$ cat src/tcc_pkg.sv
// Package for the tape character datapath checker: widths, timing counts and state codes.
// Assumes a 200 MHz system clock; only the datapath references names here, with full scope.
package tcc_pkg;

  localparam int unsigned CHAR_W = 7;

  localparam int unsigned CLK_PERIOD_NS = 5;

  // Nominal spacing between characters on tape and the capture window.
  localparam int unsigned CHAR_SPACING_NS = 2000;
  // A little less than half the spacing.
  localparam int unsigned ACCUM_WINDOW_NS = 900;
  localparam int unsigned ACCUM_CYC = (ACCUM_WINDOW_NS / CLK_PERIOD_NS > 0) ? ACCUM_WINDOW_NS / CLK_PERIOD_NS : 1;

  // Longitudinal sample delay after the check character is entered.
  localparam int unsigned LRC_SAMPLE_NS = 400;
  localparam int unsigned LRC_SAMPLE_CYC = (LRC_SAMPLE_NS + CLK_PERIOD_NS - 1) / CLK_PERIOD_NS;

  // Write cycle timing: pulse issue point and late echo sample point.
  localparam int unsigned WR_PULSE_NS = 100;
  localparam int unsigned WR_PULSE_CYC = (WR_PULSE_NS + CLK_PERIOD_NS - 1) / CLK_PERIOD_NS;
  localparam int unsigned WR_SAMPLE_NS = 1500;
  localparam int unsigned WR_SAMPLE_CYC = WR_SAMPLE_NS / CLK_PERIOD_NS;

  localparam int unsigned CNT_W = 12;

  localparam logic [CHAR_W-1:0] CHAR_ZERO = 7'h00;

  typedef enum logic [3:0] {
    TCC_RD_IDLE   = 4'b0001,
    TCC_RD_ACCUM  = 4'b0010,
    TCC_RD_LRCWT  = 4'b0100,
    TCC_RD_SPARE  = 4'b1000
  } tcc_rd_state_e;

  typedef enum logic [2:0] {
    TCC_WR_IDLE  = 3'b001,
    TCC_WR_PULSE = 3'b010,
    TCC_WR_WAIT  = 3'b100
  } tcc_wr_state_e;

endpackage : tcc_pkg

$ cat src/tcc_parity_tree.sv
// Vertical parity checker: pairwise exclusive-or tree over seven bit lines.
// Assumes bit 6 is the check bit; purely combinational.
`timescale 1ns/10ps
`default_nettype none

module tcc_parity_tree (
  input  wire logic [6:0] i_char,
  input  wire logic       i_odd_sense,
  output logic            o_err
);

  logic l1_a;
  logic l1_b;
  logic l1_c;
  logic check_in;
  logic l2_a;
  logic l2_b;

  // The sense flag conditions the check bit so one tree covers odd and even parity.
  assign check_in = i_char[6] ^ i_odd_sense;
  assign l1_a     = i_char[0] ^ i_char[1];
  assign l1_b     = i_char[2] ^ i_char[3];
  assign l1_c     = i_char[4] ^ i_char[5];
  assign l2_a     = l1_a ^ l1_b;
  assign l2_b     = l1_c ^ check_in;
  // Error when the sum disagrees with the selected sense.
  assign o_err    = l2_a ^ l2_b;

endmodule : tcc_parity_tree

`default_nettype wire

$ cat src/tcc_datapath.sv
// Tape character datapath: capture registers, transfer register, parity, longitudinal and echo checks.
// Assumes all inputs synchronous to i_sys_clk; detector bits are one-cycle set pulses.
`timescale 1ns/10ps
`default_nettype none

// Overview of operation
// - Two seven-bit capture registers, high and low.
// - Bits accumulate for slightly under half spacing.
// - Incomplete character at window end flags error.
// - Forward high register if parity good, else low.
// - Selected character also enters longitudinal register.
// - Read-back check feeds longitudinal register only.
// - Host write character loads transfer register, drives drive.
// - Read loads transfer register, presents to host.
// - Parity checkers on high capture and transfer.
// - Host sense flag selects odd or even.
// - Pairwise exclusive-or tree, sense on check bit.
// - Longitudinal stages clear at every read start.
// - Each one bit toggles its longitudinal stage.
// - Stage set after check character gives error.
// - Sample longitudinal register well after check character.
// - Set missing-echo flag before each write pulse.
// - Any echo pulse clears missing-echo flag, except in a write load cycle.
// - Late sample of missing echo sets errors.
module tcc_datapath #(
  parameter int unsigned ACCUM_CYC      = tcc_pkg::ACCUM_CYC,
  parameter int unsigned LRC_SAMPLE_CYC = tcc_pkg::LRC_SAMPLE_CYC,
  parameter int unsigned WR_PULSE_CYC   = tcc_pkg::WR_PULSE_CYC,
  parameter int unsigned WR_SAMPLE_CYC  = tcc_pkg::WR_SAMPLE_CYC
) (
  input  wire logic       i_sys_clk,
  input  wire logic       i_rst_b,
  input  wire logic       i_err_reset,
  input  wire logic       i_odd_sense,
  input  wire logic       i_read_start,
  input  wire logic       i_readback_mode,
  input  wire logic [6:0] i_hi_bits,
  input  wire logic [6:0] i_lo_bits,
  input  wire logic       i_check_char,
  input  wire logic       i_wr_char_valid,
  input  wire logic [6:0] i_wr_char,
  input  wire logic       i_echo,
  output logic [6:0]      o_rd_data,
  output logic            o_rd_valid,
  output logic [6:0]      o_wr_bus,
  output logic            o_wr_pulse,
  output logic [6:0]      o_lrc_stages,
  output logic            o_hi_parity_err,
  output logic            o_xfer_parity_err,
  output logic            o_read_cycle_err,
  output logic            o_lrc_err,
  output logic            o_missing_echo,
  output logic            o_echo_err,
  output logic            o_error
);

  localparam int unsigned CW = tcc_pkg::CHAR_W;
  localparam int unsigned NW = tcc_pkg::CNT_W;

  function automatic logic [NW-1:0] cnt_last(input int unsigned cycles);
    cnt_last = NW'(cycles - 1);
  endfunction : cnt_last

  tcc_pkg::tcc_rd_state_e rd_state_ff;
  tcc_pkg::tcc_rd_state_e nxt_rd_state;
  tcc_pkg::tcc_wr_state_e wr_state_ff;
  tcc_pkg::tcc_wr_state_e nxt_wr_state;

  logic [CW-1:0] hi_reg_ff;
  logic [CW-1:0] nxt_hi_reg;
  logic [CW-1:0] lo_reg_ff;
  logic [CW-1:0] nxt_lo_reg;
  logic [CW-1:0] xfer_ff;
  logic [CW-1:0] nxt_xfer;
  logic [CW-1:0] lrc_ff;
  logic [CW-1:0] nxt_lrc;
  logic [NW-1:0] rd_cnt_ff;
  logic [NW-1:0] nxt_rd_cnt;
  logic [NW-1:0] wr_cnt_ff;
  logic [NW-1:0] nxt_wr_cnt;
  logic          is_check_ff;
  logic          nxt_is_check;
  logic          rd_valid_ff;
  logic          nxt_rd_valid;
  logic          wr_pulse_ff;
  logic          nxt_wr_pulse;
  logic          miss_echo_ff;
  logic          nxt_miss_echo;
  logic          hi_perr_ff;
  logic          nxt_hi_perr;
  logic          x_perr_ff;
  logic          nxt_x_perr;
  logic          rc_err_ff;
  logic          nxt_rc_err;
  logic          lrc_err_ff;
  logic          nxt_lrc_err;
  logic          echo_err_ff;
  logic          nxt_echo_err;
  logic          error_ff;
  logic          nxt_error;

  logic          hi_bad;
  logic          xfer_bad;
  logic [CW-1:0] sel_char;
  logic          window_end;
  logic          incomplete;

  tcc_parity_tree u_hi_parity (
    .i_char      (hi_reg_ff),
    .i_odd_sense (i_odd_sense),
    .o_err       (hi_bad)
  );

  tcc_parity_tree u_xfer_parity (
    .i_char      (xfer_ff),
    .i_odd_sense (i_odd_sense),
    .o_err       (xfer_bad)
  );

  // A character is taken as complete when both detector levels saw the same bits;
  // a low-only bit means the high level never caught up within the window.
  assign window_end = (rd_state_ff == tcc_pkg::TCC_RD_ACCUM) && (rd_cnt_ff == cnt_last(ACCUM_CYC));
  assign incomplete = (hi_reg_ff != lo_reg_ff);
  assign sel_char   = hi_bad ? lo_reg_ff : hi_reg_ff;

  // Read side state.
  always_comb begin
    nxt_rd_state  = rd_state_ff;
    nxt_rd_cnt    = rd_cnt_ff;
    nxt_hi_reg    = hi_reg_ff;
    nxt_lo_reg    = lo_reg_ff;
    nxt_lrc       = lrc_ff;
    nxt_is_check  = is_check_ff;
    nxt_rd_valid  = 1'b0;
    // Clearing first lets an error raised in the reset cycle survive it.
    nxt_hi_perr   = hi_perr_ff && !i_err_reset;
    nxt_rc_err    = rc_err_ff && !i_err_reset;
    nxt_lrc_err   = lrc_err_ff && !i_err_reset;
    if (i_read_start) begin
      nxt_lrc      = tcc_pkg::CHAR_ZERO;
      nxt_rd_state = tcc_pkg::TCC_RD_IDLE;
      nxt_hi_reg   = tcc_pkg::CHAR_ZERO;
      nxt_lo_reg   = tcc_pkg::CHAR_ZERO;
    end else begin
      unique case (rd_state_ff)
        tcc_pkg::TCC_RD_IDLE: begin
          // The first arriving bit opens the capture window.
          if ((i_hi_bits | i_lo_bits) != tcc_pkg::CHAR_ZERO) begin
            nxt_hi_reg   = i_hi_bits;
            nxt_lo_reg   = i_lo_bits;
            nxt_is_check = i_check_char;
            nxt_rd_cnt   = '0;
            nxt_rd_state = tcc_pkg::TCC_RD_ACCUM;
          end
        end
        tcc_pkg::TCC_RD_ACCUM: begin
          nxt_hi_reg   = hi_reg_ff | i_hi_bits;
          nxt_lo_reg   = lo_reg_ff | i_lo_bits;
          nxt_is_check = is_check_ff | i_check_char;
          nxt_rd_cnt   = rd_cnt_ff + NW'(1);
          if (window_end) begin
            if (incomplete) begin
              nxt_rc_err = 1'b1;
            end
            if (hi_bad) begin
              nxt_hi_perr = 1'b1;
            end
            nxt_lrc      = lrc_ff ^ sel_char;
            nxt_rd_valid = !i_readback_mode;
            nxt_hi_reg   = tcc_pkg::CHAR_ZERO;
            nxt_lo_reg   = tcc_pkg::CHAR_ZERO;
            nxt_rd_cnt   = '0;
            nxt_rd_state = is_check_ff ? tcc_pkg::TCC_RD_LRCWT : tcc_pkg::TCC_RD_IDLE;
          end
        end
        tcc_pkg::TCC_RD_LRCWT: begin
          // Sampling late lets the last character settle into the stages first.
          nxt_rd_cnt = rd_cnt_ff + NW'(1);
          if (rd_cnt_ff == cnt_last(LRC_SAMPLE_CYC)) begin
            if (lrc_ff != tcc_pkg::CHAR_ZERO) begin
              nxt_lrc_err = 1'b1;
            end
            nxt_is_check = 1'b0;
            nxt_rd_state = tcc_pkg::TCC_RD_IDLE;
          end
        end
        default: begin
          nxt_rd_state = tcc_pkg::TCC_RD_IDLE;
        end
      endcase
    end
  end

  // Write side state and the shared transfer register.
  always_comb begin
    nxt_wr_state  = wr_state_ff;
    nxt_wr_cnt    = wr_cnt_ff;
    nxt_wr_pulse  = 1'b0;
    nxt_miss_echo = miss_echo_ff;
    nxt_echo_err  = echo_err_ff && !i_err_reset;
    nxt_xfer      = xfer_ff;
    nxt_x_perr    = x_perr_ff && !i_err_reset;
    if (window_end && !i_readback_mode && !i_read_start) begin
      nxt_xfer = sel_char;
    end
    if (i_echo) begin
      nxt_miss_echo = 1'b0;
    end
    unique case (wr_state_ff)
      tcc_pkg::TCC_WR_IDLE: begin
        if (i_wr_char_valid) begin
          nxt_xfer      = i_wr_char;
          nxt_miss_echo = 1'b1;
          nxt_wr_cnt    = '0;
          nxt_wr_state  = tcc_pkg::TCC_WR_PULSE;
        end
      end
      tcc_pkg::TCC_WR_PULSE: begin
        nxt_wr_cnt = wr_cnt_ff + NW'(1);
        if (wr_cnt_ff == cnt_last(WR_PULSE_CYC)) begin
          nxt_wr_pulse = 1'b1;
          nxt_wr_state = tcc_pkg::TCC_WR_WAIT;
        end
      end
      tcc_pkg::TCC_WR_WAIT: begin
        nxt_wr_cnt = wr_cnt_ff + NW'(1);
        if (wr_cnt_ff == cnt_last(WR_SAMPLE_CYC)) begin
          if (miss_echo_ff && !i_echo) begin
            nxt_echo_err = 1'b1;
          end
          nxt_wr_state = tcc_pkg::TCC_WR_IDLE;
        end
      end
    endcase
    if (xfer_bad) begin
      nxt_x_perr = 1'b1;
    end
  end

  // General error gathers every check; a raise in the reset cycle wins.
  always_comb begin
    nxt_error = error_ff && !i_err_reset;
    if (nxt_hi_perr || nxt_x_perr || nxt_rc_err || nxt_lrc_err || nxt_echo_err) begin
      nxt_error = 1'b1;
    end
  end

  always_ff @(posedge i_sys_clk) begin
    if (!i_rst_b) begin
      rd_state_ff  <= tcc_pkg::TCC_RD_IDLE;
      wr_state_ff  <= tcc_pkg::TCC_WR_IDLE;
      rd_cnt_ff    <= '0;
      wr_cnt_ff    <= '0;
      hi_reg_ff    <= tcc_pkg::CHAR_ZERO;
      lo_reg_ff    <= tcc_pkg::CHAR_ZERO;
      xfer_ff      <= tcc_pkg::CHAR_ZERO;
      lrc_ff       <= tcc_pkg::CHAR_ZERO;
      is_check_ff  <= 1'b0;
      rd_valid_ff  <= 1'b0;
      wr_pulse_ff  <= 1'b0;
      miss_echo_ff <= 1'b0;
      hi_perr_ff   <= 1'b0;
      x_perr_ff    <= 1'b0;
      rc_err_ff    <= 1'b0;
      lrc_err_ff   <= 1'b0;
      echo_err_ff  <= 1'b0;
      error_ff     <= 1'b0;
    end else begin
      rd_state_ff  <= nxt_rd_state;
      wr_state_ff  <= nxt_wr_state;
      rd_cnt_ff    <= nxt_rd_cnt;
      wr_cnt_ff    <= nxt_wr_cnt;
      hi_reg_ff    <= nxt_hi_reg;
      lo_reg_ff    <= nxt_lo_reg;
      xfer_ff      <= nxt_xfer;
      lrc_ff       <= nxt_lrc;
      is_check_ff  <= nxt_is_check;
      rd_valid_ff  <= nxt_rd_valid;
      wr_pulse_ff  <= nxt_wr_pulse;
      miss_echo_ff <= nxt_miss_echo;
      hi_perr_ff   <= nxt_hi_perr;
      x_perr_ff    <= nxt_x_perr;
      rc_err_ff    <= nxt_rc_err;
      lrc_err_ff   <= nxt_lrc_err;
      echo_err_ff  <= nxt_echo_err;
      error_ff     <= nxt_error;
    end
  end

  assign o_rd_data         = xfer_ff;
  assign o_wr_bus          = xfer_ff;
  assign o_rd_valid        = rd_valid_ff;
  assign o_wr_pulse        = wr_pulse_ff;
  assign o_lrc_stages      = lrc_ff;
  assign o_hi_parity_err   = hi_perr_ff;
  assign o_xfer_parity_err = x_perr_ff;
  assign o_read_cycle_err  = rc_err_ff;
  assign o_lrc_err         = lrc_err_ff;
  assign o_missing_echo    = miss_echo_ff;
  assign o_echo_err        = echo_err_ff;
  assign o_error           = error_ff;

endmodule : tcc_datapath

`default_nettype wire

$ cat config.mk
export PLATFORM = sky130hd
export DESIGN_NAME = tcc_datapath
export DESIGN_NICKNAME = d
export VERILOG_FILES = /design/src/tcc_pkg.sv /design/src/tcc_parity_tree.sv /design/src/tcc_datapath.sv
export SDC_FILE = /design/constraint.sdc
export NUM_CORES = 1
export LEC_CHECK = 0
export BUFFER_PORTS_ARGS = -buffer_cell sky130_fd_sc_hd__buf_2
export CORE_ASPECT_RATIO = 0.75
export CORE_MARGIN = 4
export CORE_UTILIZATION = 29
export DETAILED_ROUTE_END_ITERATION = 16
export GPL_TIMING_DRIVEN = 0
export HOLD_SLACK_MARGIN = 0.02
export PLACE_DENSITY = 0.47
export SYNTH_ARGS = -nofsm -noshare
export SYNTH_HDL_FRONTEND = slang
export SYNTH_SLANG_ARGS = --single-unit
$ cat constraint.sdc
create_clock -name i_sys_clk -period 2.3 [get_ports i_sys_clk]
set_input_delay 0.46 -clock i_sys_clk [delete_from_list [all_inputs] [get_ports i_sys_clk]]
set_output_delay 0.46 -clock i_sys_clk [all_outputs]
set_load 0.01 [all_outputs]
==> metrics.yaml, run 1 <==
drt:
  ant_nets: 0
  drc_errors: 0
  dr_total_vias: 3100
  wl_per_cell_um: 15.2
  first_pass_iters: 4
  drt-total-wl_um: 9610
  first_iter_violations: 144
  via_per_inst: 4.91
synthesis:
  syn_area_per_cell_um2: 8.97
  synthAdderAreaFrac_pct: 0.719
  yosys.area.top_type: "dfxtp_1"
  synthFlopType: "dfxtp_1"
  synthXorXnorAreaFrac_pct: 9.78
  yosysWarnings: 0
  synth-simple-area-share_pct: 22.7
  synth_seq_area_share_pct: 39.1
  synth_cells: 388
  synth_compound_area_share_pct: 16.5
  syn-cell-area_um2: 3480
  ys_types: 55
  yosysTopAreaCellShare_pct: 39.1
  synth_edf_count: 0
  syn_nets: 420
  ys_seq_elements: 68
  synth.area.mux_share_pct: 6.33
  synth_top_family_by_area: "simple AND/OR/NAND/NOR gates"
  async_reset_ff_share_pct: 0
  synth.top_cells.by_area: "dfxtp_1 (39%), mux2i_1 (6.3%), xnor2_1 (5.3%), a22oi_1 (4.5%), xor2_1 (4.0%)"
critical_path:
  max_stage_delay_ns: 0.53
  critical_path.max_fanout: 10
  ff2ff_path_depth: 7
  cp_slowest_cell: "nor4_1"
  cp_top_family: "simple AND/OR/NAND/NOR gates"
  cp.arrival_ns: 2.42
  cp.required_ns: 2.57
  cp_num_buf_inv: 2
  crit_chain: "buf_2 -> nor4_1 -> nand4_1 -> o211ai_1 -> o21ai_2 -> buf_4 -> a21oi_1"
  worst_setup_path_end_kind: "flop"
  start_kind: "input pin"
  cp.depth: 7
  worstSetupPathType: "in -> reg"
layout:
  utilization_pct: 37.2
  antennaDiodeCount: 0
  layout.nets: 497
  fin_cells: 632
  design_area_um2: 4340
  fillers: 1210
  drive_above_1_share_pct: 23.4
  areaGrowthSynthToFinish_pct: 24.7
clock_tree:
  cts_tree: "built"
  cts.clk_slew.worst_paths_ns: 0.06
  cts-htree-levels: 3
  clock_sinks: 68
  clock_path_buffers: 2
  cts_hold_buffers: 0
  cts-buffers-inserted: 9
  clock_latency_ns: 0.33
  root_buffer: "clkbuf_16"
placed_design:
  post-place-ws_ns: -0.209
  placed_area_um2: 3970
  numPortBuffers: 58
  place_congestion: 0.795
  dpl.hpwl_um: 7250
  dp.cells: 608
timing:
  min_period_ns: 2.15
  period_share_pct: 93.5
  hold_viol_final: 0
  setup_ws_ns: 0.151
  slew_viol_final: 0
  fin_skew_ns: 0.00741
  tightestPinTransition_ns: 0.657
  fmax_ghz: 0.465
  worst_slew_margin_rel_pct: 55.8
  setup_viol: 0
  rsz0062_at_grt: "no"
global_routing:
  antenna_found_initial: 1
  grt_pass1_wl_um: 15500
  grt-ovfl-total: 0
  grt_usage_pct: 14.4
  grt_max_degree: 12
  grt_pass1_vias: 2927
min_path:
  min_path_type: "in -> reg"
  hold_depth: 3
die:
  die_h_um: 103
  io_pins: 60
  initial_core_util_pct: 29.9
  core_area_um2: 11700
  rows: 34
  dieArea_um2: 13800
  die_x_um: 135
run:
  max_cap_viol_count: 0
power:
  p_leak_nw: 1.65
  irDropWorstVdd_mv: 0.347
  power_density_nw_per_um2: 708
  power_mw: 3.07
status:
  status: "finished, final reports clean"
-- cell usage after synthesis, types with 3 or more instances --
cell type	n
a21oi_1	10
a22oi_1	21
a31oi_1	3
and2_1	10
and3_1	3
buf_2	4
buf_4	9
clkbuf_1	10
dfxtp_1	68
inv_1	9
mux2i_1	22
nand2_1	17
nand2b_1	11
nand3_1	19
nand4_1	7
nor2_1	34
nor2b_1	3
nor3_1	8
nor4_1	8
o2111ai_1	4
o211ai_1	3
o21a_1	3
o21ai_0	10
o21ai_1	8
o31ai_1	3
or3_1	7
xnor2_1	21
xor2_1	16
-- sequential cells by signal (all words and copies together) (netlist names), 3 cells and up --
name	cells
lo_reg_ff	7
o_rd_data	7
wr_cnt_ff	12
rd_cnt_ff	12
rd_state_ff	3
hi_reg_ff	7
wr_state_ff	3
o_lrc_stages	7
-- repair_timing --
action	4_1_cts	5_1_grt
buffers inserted	0	8
endpoints found under the setup margin	17	34
pin swaps	0	3
resized for setup	2	11
endpoints found under the hold margin	0	0
-- power by group --
part	switching, mW	internal [mW]
Clock	0.504	0.833
Combinational	0.241	0.231
Sequential	0.0456	1.22
-- layout by cell type (no fill, tap or decap), types with 16 or more instances in the layout --
master   synthesis  layout
a22oi_1         21      21
buf_2            4      60
buf_4            9      19
dfxtp_1         68      67
mux2i_1         22      22
nand2_1         17      17
nand3_1         19      19
nor2_1          34      34
xnor2_1         21      21
xor2_1          16      16
-- layer usage --
metal	up-vias	global-route usage, %	share of wire (%)	wire (um)
li1	1560	-	-	-
met1	1459	20.9	52	4950
met3	8	4.29	6.3	607
met4	0	4.85	0.98	94
met5	-	0	0	0
met2	73	20.2	41	3950
-- metrics by stage --
stage | TNS (ns) | hold WS [ns]
6_report | 0 | 0.377
3_3_place_gp | -3.10 | 0.459
3_5_place_dp | -3.30 | 0.476
4_1_cts | 0 | 0.369
2_1_floorplan | 0 | 0.449
5_1_grt | 0 | 0.379
-- final timing paths --
kind,startpoint,to,slack (ns)
worst max register to register,rd_state_ff[0],hi_reg_ff[4],0.20
worst max-delay path,i_lo_bits[2],rd_cnt_ff[7],0.15
worst min-delay path,i_wr_char[5],o_rd_data[5],0.38
worst min register to register,wr_cnt_ff[1],wr_cnt_ff[1],0.48
-- kinds of logic (layout without fill, tap and decap cells) --
family,count (synthesis),count (layout)
AND/OR/NAND/NOR,144,144
AO/OA/AOI/OAI,81,81
flip-flops,68,68
XOR/XNOR,38,38
buffers and inverters,33,115
multiplexers,22,22
adder cells (fa/ha/maj),2,2
-- tightest hold or removal path, delay by kind of cell --
kind	cells	cell delay, ns
buf+inv	1	0.08
compound gates	2	0.14
-- final cells by class --
| class | instances | area (um^2) | share of cell area (%) |
|---|---|---|---|
| clock buffers | 11 | 233 | 5.36 |
| clock inverters | 5 | 52.6 | 1.21 |
| repair buffers | 66 | 350 | 8.07 |
| well taps | 162 | 203 | 4.67 |
| flip-flops and latches | 68 | 1360 | 31.4 |
| plain buffers | 24 | 145 | 3.34 |
| inverters | 9 | 33.8 | 0.779 |
| multi-input cells | 287 | 1960 | 45.2 |
Note: power is estimated with default switching activity, not from simulation.
==> run 2: changes to the inputs <==
--- a/config.mk
+++ b/config.mk
@@ -6,7 +6,6 @@
 export NUM_CORES = 1
 export LEC_CHECK = 0
 export BUFFER_PORTS_ARGS = -buffer_cell sky130_fd_sc_hd__buf_2
-export CORE_ASPECT_RATIO = 0.75
 export CORE_MARGIN = 4
 export CORE_UTILIZATION = 29
 export DETAILED_ROUTE_END_ITERATION = 16
==> metrics.yaml, run 2 (synthesis results as in run 1) <==
clock_tree:
  root_buffer: "clkbuf_16"
  clock_path_buffers: 2
  cts.clk_slew.worst_paths_ns: 0.05
  cts-buffers-inserted: 9
  cts-htree-levels: 3
  cts_tree: "built"
  clock_sinks: 68
  clock_latency_ns: 0.34
timing:
  worst_slew_margin_rel_pct: 56.9
  period_share_pct: 94.1
  slew_viol_final: 0
  rsz0062_at_grt: "no"
  setup_ws_ns: 0.137
  fin_skew_ns: 0.00529
  tightestPinTransition_ns: 0.643
  min_period_ns: 2.16
  fmax_ghz: 0.462
  fin_hold_ws_ns: 0.365
  hold_viol_final: 0
  setup_viol: 0
layout:
  fillers: 1174
  final_cell_mix: "dfxtp_1 (68), buf_2 (60), nor2_1 (34), mux2i_1 (22)"
  antennaDiodeCount: 0
  drive_above_1_share_pct: 22.0
  reg_top3: "rd_cnt_ff x12, wr_cnt_ff x12"
  areaGrowthSynthToFinish_pct: 24.2
  design_area_um2: 4320
  layout_commonest_cell: "dfxtp_1"
  layout.nets: 490
min_path:
  min_path_type: "in -> reg"
placed_design:
  place_congestion: 0.770
  numPortBuffers: 58
  placed_area_um2: 3950
  dpl.hpwl_um: 6870
  post-place-ws_ns: -0.110
global_routing:
  antenna_found_initial: 0
  grt_max_degree: 12
  grt_usage_pct: 13.6
  grt-ovfl-total: 0
  grt_pass1_vias: 2954
  grt_pass1_wl_um: 15200
drt:
  dr_total_vias: 3129
  via_per_inst: 5.16
  drt-total-wl_um: 9230
  wl_per_cell_um: 15.2
  first_pass_iters: 5
  ant_nets: 0
  first_iter_violations: 207
  drc_errors: 0
critical_path:
  cp_num_buf_inv: 2
  cp_top_family: "simple AND/OR/NAND/NOR gates"
  critical_path.max_fanout: 10
  worst_setup_path_end_kind: "flop"
  start_kind: "flop"
  cp_slowest_cell: "or3b_1"
  crit_chain: "or3b_1 -> nor4_2 -> clkbuf_4 -> buf_4 -> nand3_1 -> mux2i_1 -> mux2i_1"
  cp.arrival_ns: 2.42
  worstSetupPathType: "reg -> reg"
  cp_common_cell: "mux2i_1"
  cp.required_ns: 2.56
  max_stage_delay_ns: 0.44
die:
  io_pins: 60
  die_h_um: 118
  core_area_um2: 11600
  rows: 39
  dieArea_um2: 13800
  die_x_um: 118
  initial_core_util_pct: 30.1
power:
  power_density_nw_per_um2: 763
  p_leak_nw: 1.65
  irDropWorstVdd_mv: 0.246
status:
  status: "finished, final reports clean"
run:
  max_cap_viol_count: 0
## run 2: through the flow
step	std cells	TNS, ns	power (mW)	utilization (%)
floorplan	388	0	1.56	-
global placement	589	-0.742	1.68	34.2
detailed placement	589	-1.18	1.69	34.2
CTS	605	0	3.33	37.2
global route	606	0	3.43	37.4
finish	606	0	3.30	37.4
## run 2: timing repair
action,4_1_cts,5_1_grt
endpoints found under the setup margin,3,24
hold buffers,0,0
setup buffers,0,1
pin swaps,0,1
gates resized for setup,1,8
## run 2: worst register-to-register path: cells and delay by family (launching register included)
family        cells  cell delay, ns
buf+inv           2            0.44
flops             1            0.42
simple gates      3            0.78
mux               2            0.45
## run 2: final timing paths
kind	startpoint	endpoint	slack (ns)	cells after the start
max	rd_state_ff[1]	o_lrc_stages[1]	0.14	7
min	i_wr_char[2]	o_rd_data[2]	0.37	3
max reg2reg	rd_state_ff[1]	o_lrc_stages[1]	0.14	7
min reg2reg	wr_cnt_ff[1]	wr_cnt_ff[1]	0.48	2
## run 2: layer usage
layer,vias to the layer above,wire length [um],GRT usage (%)
li1,1556,-,-
met1,1472,4500,17.7
met2,92,4100,21.2
met3,9,475,3.60
met4,0,153,6.08
met5,-,0,0
## run 2: area by class of cell
cell class	instances	area [um^2]	area share, %
Tap cell	143	179	4.14
Timing Repair Buffer	59	298	6.89
Clock buffer	12	256	5.94
Buffer	24	145	3.36
Inverter	9	33.8	0.782
Clock inverter	4	95.1	2.20
Multi-Input combinational cell	287	1950	45.2
Sequential cell	68	1360	31.5
## run 2: report_power, final
| group | internal [mW] | leakage [nW] | switching (mW) |
|---|---|---|---|
| logic | 0.194 | 0.921 | 0.221 |
| clock network | 1.12 | 0.173 | 0.507 |
| registers | 1.22 | 0.552 | 0.0438 |
| total | 2.53 | 1.65 | 0.772 |
